===== src/hw/psl_cfg.svh =====
// Constants for the strap latch: pin indices, offsets, field bits, resets.
// Assumes nothing; included by bare name wherever a number is needed.
`ifndef PSL_CFG_SVH
`define PSL_CFG_SVH

// ====================================================
// Strap pin indices on the shared pin vector
`define PSL_STRAP_W 13
`define PSL_IDX_ADDR 0
`define PSL_ADDR_W 5
`define PSL_IDX_LPBK 5
`define PSL_IDX_ISO 6
`define PSL_IDX_RMII 7
`define PSL_IDX_BTB 8
`define PSL_IDX_SPD 9
`define PSL_IDX_DUP 10
`define PSL_IDX_ANEG 11
`define PSL_IDX_FIBER 12
// Pull defaults: address 00001, speed, duplex, autoneg up
`define PSL_STRAP_DEF 13'h0e01

// ====================================================
// Register byte offsets
`define PSL_OFS_CTRL 4'h0
`define PSL_OFS_ADV 4'h4
`define PSL_OFS_STAT 4'h8

// ====================================================
// Control image fields and reset value
`define PSL_CTRL_SPD 13
`define PSL_CTRL_ANEG 12
`define PSL_CTRL_ISO 10
`define PSL_CTRL_DUP 8
`define PSL_CTRL_DEF 16'h3100
`define PSL_CTRL_WMASK 16'h3500

// ====================================================
// Advertisement image fields and reset value
`define PSL_ADV_100FD 8
`define PSL_ADV_100HD 7
`define PSL_ADV_10FD 6
`define PSL_ADV_10HD 5
`define PSL_ADV_SEL 5'h01
`define PSL_ADV_DEF 16'h01e1
`define PSL_ADV_WMASK 16'h01e0

// ====================================================
// Least chip reset pulse kept by the board
`define PSL_RST_MIN_NS 50000
`define PSL_CLK_NS 100
`define PSL_RST_MIN_CYC ((`PSL_RST_MIN_NS + `PSL_CLK_NS - 1) / `PSL_CLK_NS)

`endif


===== src/hw/psl_placeholder_unused.sv =====
// Intentionally empty compilation unit kept out of the design.


===== src/hw/psl_pkg.sv =====
// Types shared by the strap latch modules.
// Assumes psl_cfg.svh holds every number.
package psl_pkg;

    // ====================================================
    // Pin ownership: held as inputs, or driven as outputs
    typedef enum logic {PSL_HOLD, PSL_RUN} psl_state_t;

endpackage : psl_pkg


===== src/hw/psl_capture.sv =====
// Strap capture bank: one flip-flop per strap pin.
// Assumes capture is a one-cycle pulse made by the owner of the pins.
`timescale 1ns/10ps

module psl_capture #(
    parameter int W = 13,
    parameter logic [W-1:0] DEF = '0
) (
    // Clock and reset
    input wire logic core_clk,
    input wire logic sys_rst,
    // Capture strobe and pins
    input wire logic capture,
    input wire logic [W-1:0] pin_in,
    // Latched straps
    output logic [W-1:0] strap
);

    // ====================================================
    // Per-bit latch, reset to the pull default of that pin
    genvar i;
    generate
        for (i = 0; i < W; i++) begin : g_bit
            always_ff @(posedge core_clk or posedge sys_rst) begin
                if (sys_rst) begin
                    strap[i] <= DEF[i];
                end else if (capture) begin
                    strap[i] <= pin_in[i];
                end
            end
        end
    endgenerate

endmodule : psl_capture


===== src/hw/psl_pin_drive.sv =====
// Output stage of the shared strap pins.
// Assumes drive_en is low whenever the pins must float for capture.
`timescale 1ns/10ps

module psl_pin_drive #(
    parameter int W = 13
) (
    // Clock and reset
    input wire logic core_clk,
    input wire logic sys_rst,
    // Drive request and values
    input wire logic drive_en,
    input wire logic [W-1:0] value,
    // Pin output and enable
    output logic [W-1:0] pin_out,
    output logic [W-1:0] pin_oe
);

    // ====================================================
    // Registered drive; pins float under reset
    always_ff @(posedge core_clk or posedge sys_rst) begin
        if (sys_rst) begin
            pin_out <= '0;
            pin_oe <= '0;
        end else begin
            pin_out <= value;
            pin_oe <= {W{drive_en}};
        end
    end

endmodule : psl_pin_drive


===== src/hw/psl_top.sv =====
// Strap latch of a 10/100 transceiver: pin capture, config images, pin drive.
// Assumes chip_rst_n and the strap pins are synchronous to core_clk.
// What this block and its board must do
// The board holds chip reset low at least fifty microseconds.
// Sample every strap during reset; keep the values as defaults afterwards.
// Strap pins float as inputs in reset and are driven afterwards.
// Capture a five-bit management address; unstrapped it reads 00001.
// Loopback strap high enables loopback; low leaves it off.
// Isolate strap high enables isolate; low leaves it off.
// Reduced-interface strap high selects RMII; low keeps full MII.
// Back-to-back strap high enables reduced back-to-back mode.
// Speed strap loads control bit 13: low 10, high 100 Mbps.
// Speed strap value also loads the advertised 100 Mbps abilities.
// In fiber mode a low speed strap disables far-end fault.
// Duplex strap loads control bit 8: low half, high full.
// Duplex strap value also loads the advertised full-duplex abilities.
// Autoneg strap loads control bit 12: low off, high on.
// Power-down input low enters power-down; high runs normally.
// The board supplies a crystal or 25 MHz reference clock.
// Board may add pull-downs where other logic drives pins at power-up.
// After reset the duplex pin shows duplex: low full, high half.
// All straps are registered together on the reset release edge.
`timescale 1ns/10ps
`include "psl_cfg.svh"

module psl_top (
    // Clock and reset
    input wire logic core_clk,
    input wire logic sys_rst,
    // Chip reset pin and power-down pin
    input wire logic chip_rst_n,
    input wire logic power_down_n,
    // Shared strap pins
    input wire logic [`PSL_STRAP_W-1:0] strap_pin_in,
    output logic [`PSL_STRAP_W-1:0] strap_pin_out,
    output logic [`PSL_STRAP_W-1:0] strap_pin_oe,
    // Normal pin functions from the data path
    input wire logic [`PSL_STRAP_W-1:0] pin_func_out,
    // Avalon-MM slave
    input wire logic [3:0] avs_address,
    input wire logic avs_read,
    input wire logic avs_write,
    input wire logic [3:0] avs_byteenable,
    input wire logic [31:0] avs_writedata,
    output logic [31:0] avs_readdata,
    output logic avs_waitrequest,
    // Latched configuration and status flags
    output logic [`PSL_ADDR_W-1:0] mgmt_station_addr,
    output logic coding_loopback,
    output logic rmii_mode,
    output logic reduced_btb_mode,
    output logic fiber_mode,
    output logic far_fault_disable,
    output logic power_down,
    output logic config_done
);

    // ====================================================
    // State and images
    psl_pkg::psl_state_t state;
    psl_pkg::psl_state_t next_state;
    logic [`PSL_STRAP_W-1:0] strap;
    logic [15:0] ctrl;
    logic [15:0] adv;
    logic [15:0] next_ctrl;
    logic [15:0] next_adv;

    // ====================================================
    // Pin ownership sequencing
    wire in_hold = (state == psl_pkg::PSL_HOLD);
    wire capture = in_hold & chip_rst_n;
    wire drive_en = (state == psl_pkg::PSL_RUN);
    assign next_state = !chip_rst_n ? psl_pkg::PSL_HOLD :
                        capture ? psl_pkg::PSL_RUN : state;

    // State loads next_state on every edge
    always_ff @(posedge core_clk or posedge sys_rst) begin
        if (sys_rst) begin
            state <= psl_pkg::PSL_HOLD;
        end else begin
            state <= next_state;
        end
    end

    // ====================================================
    // Strap bank, loaded at the release edge only
    psl_capture #(
        .W(`PSL_STRAP_W),
        .DEF(`PSL_STRAP_DEF)
    ) u_capture (
        .core_clk(core_clk),
        .sys_rst(sys_rst),
        .capture(capture),
        .pin_in(strap_pin_in),
        .strap(strap)
    );

    // Latched modes straight from the bank
    assign mgmt_station_addr = strap[`PSL_IDX_ADDR +: `PSL_ADDR_W];
    assign coding_loopback = strap[`PSL_IDX_LPBK];
    assign rmii_mode = strap[`PSL_IDX_RMII];
    assign reduced_btb_mode = strap[`PSL_IDX_BTB];
    assign fiber_mode = strap[`PSL_IDX_FIBER];

    // ====================================================
    // Strap-derived images, taken from the pins at the capture edge
    wire p_spd = strap_pin_in[`PSL_IDX_SPD];
    wire p_dup = strap_pin_in[`PSL_IDX_DUP];
    wire p_aneg = strap_pin_in[`PSL_IDX_ANEG];
    wire p_iso = strap_pin_in[`PSL_IDX_ISO];
    wire p_fiber = strap_pin_in[`PSL_IDX_FIBER];
    wire [15:0] cap_ctrl = {2'h0, p_spd, p_aneg, 1'b0, p_iso, 1'b0, p_dup, 8'h00};
    wire [15:0] cap_adv = {7'h00, p_spd & p_dup, p_spd, p_dup, 1'b1, `PSL_ADV_SEL};

    // ====================================================
    // Bus decode
    wire req = avs_read | avs_write;
    wire wr_fire = avs_write & ~avs_waitrequest;
    wire sel_ctrl = (avs_address == `PSL_OFS_CTRL);
    wire sel_adv = (avs_address == `PSL_OFS_ADV);
    wire sel_stat = (avs_address == `PSL_OFS_STAT);
    wire [15:0] be_mask = {{8{avs_byteenable[1]}}, {8{avs_byteenable[0]}}};
    wire [15:0] wr_ctrl = be_mask & `PSL_CTRL_WMASK;
    wire [15:0] wr_adv = be_mask & `PSL_ADV_WMASK;
    wire [15:0] stat = {config_done, power_down, far_fault_disable, strap};
    wire [15:0] rd_sel = sel_ctrl ? ctrl :
                         sel_adv ? adv :
                         sel_stat ? stat : 16'h0000;

    // Capture outranks a software write in the same cycle
    assign next_ctrl = capture ? cap_ctrl :
                       (wr_fire & sel_ctrl) ?
                       ((ctrl & ~wr_ctrl) | (avs_writedata[15:0] & wr_ctrl)) : ctrl;
    assign next_adv = capture ? cap_adv :
                      (wr_fire & sel_adv) ?
                      ((adv & ~wr_adv) | (avs_writedata[15:0] & wr_adv)) : adv;

    // Image registers
    always_ff @(posedge core_clk or posedge sys_rst) begin
        if (sys_rst) begin
            ctrl <= `PSL_CTRL_DEF;
            adv <= `PSL_ADV_DEF;
        end else begin
            ctrl <= next_ctrl;
            adv <= next_adv;
        end
    end

    // ====================================================
    // Bus answer: one wait cycle, data registered
    always_ff @(posedge core_clk or posedge sys_rst) begin
        if (sys_rst) begin
            avs_waitrequest <= 1'b1;
            avs_readdata <= 32'h0000_0000;
        end else begin
            avs_waitrequest <= ~(req & avs_waitrequest);
            if (avs_read & avs_waitrequest) begin
                avs_readdata <= {16'h0000, rd_sel};
            end
        end
    end

    // ====================================================
    // Status flags
    always_ff @(posedge core_clk or posedge sys_rst) begin
        if (sys_rst) begin
            far_fault_disable <= 1'b0;
            power_down <= 1'b0;
            config_done <= 1'b0;
        end else begin
            if (capture) begin
                far_fault_disable <= p_fiber & ~p_spd;
            end
            power_down <= ~power_down_n;
            config_done <= (next_state == psl_pkg::PSL_RUN);
        end
    end

    // ====================================================
    // Pin values once driven: indicators active low
    logic [`PSL_STRAP_W-1:0] pin_val;
    always_comb begin
        pin_val = pin_func_out;
        pin_val[`PSL_IDX_SPD] = ~ctrl[`PSL_CTRL_SPD];
        pin_val[`PSL_IDX_DUP] = ~ctrl[`PSL_CTRL_DUP];
    end

    psl_pin_drive #(
        .W(`PSL_STRAP_W)
    ) u_drive (
        .core_clk(core_clk),
        .sys_rst(sys_rst),
        .drive_en(drive_en),
        .value(pin_val),
        .pin_out(strap_pin_out),
        .pin_oe(strap_pin_oe)
    );
endmodule : psl_top


===== config.mk =====
export PLATFORM = sky130hd
export DESIGN_NAME = psl_top
export DESIGN_NICKNAME = d
export VERILOG_FILES = /design/src/hw/psl_placeholder_unused.sv /design/src/hw/psl_pkg.sv /design/src/hw/psl_capture.sv /design/src/hw/psl_pin_drive.sv /design/src/hw/psl_top.sv
export VERILOG_INCLUDE_DIRS = /design/src /design/src/hw
export SDC_FILE = /design/constraint.sdc
export NUM_CORES = 1
export LEC_CHECK = 0
export BUFFER_PORTS_ARGS = -buffer_cell sky130_fd_sc_hd__buf_2
export CAP_MARGIN = 20
export CORE_ASPECT_RATIO = 2
export CORE_MARGIN = 4
export CORE_UTILIZATION = 43
export CTS_BUF_LIST = sky130_fd_sc_hd__clkbuf_16
export DETAILED_ROUTE_END_ITERATION = 8
export GPL_ROUTABILITY_DRIVEN = 0
export PLACE_DENSITY = 0.85
export SLEW_MARGIN = 20
export SYNTH_ARGS = -nofsm -noshare
export SYNTH_HDL_FRONTEND = slang
export SYNTH_SLANG_ARGS = --single-unit

===== constraint.sdc =====
create_clock -name core_clk -period 2.4 [get_ports core_clk]
set_input_delay 0.6 -clock core_clk [delete_from_list [all_inputs] [get_ports core_clk]]
set_output_delay 0.6 -clock core_clk [all_outputs]
set_load 0.005 [all_outputs]

==> flow_summary.json <==
{
  "run_status": "completed",
  "worst_slew_pin_slew_ps": 586,
  "n_antenna_cell": 0,
  "seqCellArea_sq_um": 1420,
  "final_cell_mix": "buf_2 (97), dfrtp_1 (43), conb_1 (16)",
  "start_kind": "input port",
  "grt_max_degree": 29,
  "clk_latency_ps": 290,
  "drive_gt1_frac": 0.495,
  "syn_avg_cell_area_sq_um": 12.0,
  "period_share": 0.711,
  "yosys_warnings": 0,
  "synth_cells": 200,
  "setup_viol": 0,
  "leakagePower_nw": 1.44,
  "synth_area_leaders": "dfrtp_1 (45%), dfstp_2 (14%), buf_4 (10%)",
  "arrival_ps": 1940,
  "crit_type": "input port to flop",
  "clkSinkCount": 56,
  "htree_levels": 2,
  "syn2layout_area_growth_pct": 21.4,
  "grt_setup_unrepaired": "no",
  "finalHoldViolCount": 0,
  "maxSlewHeadroom": 0.609,
  "fin_setup_tns_ps": 0,
  "post_cts_buffers": 0,
  "final-max-slew-violation-count": 0,
  "design.core.area_sq_um": 5420,
  "yosysSeqAreaShare": 0.592,
  "fillers": 498,
  "wl_per_cell_um": 15.6,
  "hold_path_class": "input port to async pin",
  "p_per_area_nw_per_um2": 714,
  "cts_tree": "yes",
  "fmax_ghz": 0.586,
  "synth_area_sq_um": 2390,
  "grt_pass1_wl_um": 8500,
  "utilization": 0.536,
  "required_ps": 2630,
  "multi_input_area_sq_um": 723,
  "track_usage": 0.166,
  "antenna_found_initial": 0,
  "drt_first_pass_iters": 5,
  "fp.dieArea_sq_um": 6900,
  "layout_commonest_cell": "buf_2",
  "initial_core_util": 0.442,
  "yosys.area.top_type": "dfrtp_1",
  "viasPerCell": 5.14,
  "critPathMaxFanout": 9,
  "ant_nets": 0,
  "drcViolationCount": 0,
  "die_h_um": 114,
  "clk_pin_slew_ps": 70,
  "first_global_vias": 1805,
  "clockRootBuffer": "clkbuf_16",
  "maxCapViolCount": 0,
  "vias": 1764,
  "final_nets": 354,
  "port_buffers": 97,
  "wl_um": 5340,
  "die_w_um": 60.8,
  "synth_cell_types": 29,
  "end_kind": "flop",
  "ios": 143,
  "irDropWorstVdd_mv": 0.693,
  "fin_worst_skew_ps": 4.19,
  "overflow": 0,
  "dp_hpwl_um": 4150,
  "drtIter0Drc": 31,
  "clk_path_buf_depth": 2,
  "yosys.area.top_type_share": 0.449,
  "cts_resized": 0,
  "cts_hold_buf": 0,
  "final_cells": 343,
  "ys_seq_elements": 56,
  "cts_buffers": 5,
  "fin_crit_ps": 1710,
  "dp_cells": 335,
  "rows": 38
}
==> synth_stat cells <==
master,instances
buf_4,33
nor2b_1,3
a21oi_1,1
buf_2,5
mux2_2,13
a32oi_1,3
or3b_2,1
conb_1,1
a31oi_1,7
inv_1,5
nand4_1,8
nor3_1,1
a22o_1,8
nor4b_4,1
o21ai_1,8
a21boi_0,1
nand2_1,10
nor2_1,6
o41ai_1,1
nand3b_1,2
clkbuf_1,5
nand2b_1,3
a22oi_1,4
dfrtp_1,43
nor4b_2,1
dfstp_2,13
o21ai_0,10
or4b_1,1
nand3_1,2
==> per-layer routing <==
metal / up-vias / track usage / wire [um]
met5: - / 0 / 0
met4: 0 / 0.0984 / 227
met3: 17 / 0.0442 / 463
met2: 92 / 0.283 / 2890
li1: 821 / - / -
met1: 834 / 0.172 / 1760
==> where the power goes <==
part	switching (mW)	internal (mW)
sequential	0.0512	1.05
combinational	0.140	0.133
clock	0.322	0.385
==> kinds of logic (layout without fill, tap and decap cells) <==
group / after synthesis / in the layout / synth area share
compound gates: 43 / 43 / 0.118
buf+inv: 48 / 116 / 0.130
flops: 56 / 56 / 0.592
mux: 13 / 13 / 0.0611
other cells: 1 / 16 / 0.00157
simple gates: 39 / 39 / 0.0982
==> worst max-delay path, cell delays in order <==
cell     delay, ps
buf_2          170
nor4b_4        410
nor2b_1        530
a22o_1         220
==> metrics by stage <==
step / cell area, sq um / setup slack [ps] / total power [mW] / hold slack, ps
2_1_floorplan: 2450 / 450 / 1.29 / 408
5_1_grt: 2910 / 641 / 2.19 / 399
3_3_place_gp: 2770 / 503 / 1.38 / 396
3_5_place_dp: 2770 / 435 / 1.39 / 405
4_1_cts: 2910 / 723 / 2.10 / 387
6_report: 2910 / 693 / 2.08 / 365
==> registers in the layout (all words and copies together), names as in the netlist <==
signal,cells
u_drive.pin_oe,1
u_drive.pin_out,13
power_down,1
drive_en,1
far_fault_disable,1
avs_readdata,16
adv,5
u_capture.strap,13
avs_waitrequest,1
ctrl,4
==> final timing paths <==
kind	from	end	slack (ps)	cells after the start
max	avs_address[2]	avs_readdata[4]$_DFFE_PP0P_	690	4
min reg2reg	drive_en$_DFFE_PP0P_	u_drive.pin_oe[0]$_DFF_PP0_	420	0
min in group core_clk	pin_func_out[8]	u_drive.pin_out[8]$_DFF_PP0_	410	1
max in group asynchronous	sys_rst	u_capture.strap[9]$_DFFE_PP1P_	1360	3
max reg2reg	avs_waitrequest$_DFF_PP1_	avs_readdata[4]$_DFFE_PP0P_	830	3
min	sys_rst	u_drive.pin_out[8]$_DFF_PP0_	360	2
==> layout make-up <==
class                           count  share of cell area
Sequential cell                    56               0.488
Tap cell                           60              0.0258
Clock buffer                        5              0.0430
Timing Repair Buffer              103               0.182
Multi-Input combinational cell    111               0.249
Clock inverter                      3             0.00602
Inverter                            5             0.00645
Note: power is estimated with default switching activity, not from simulation.
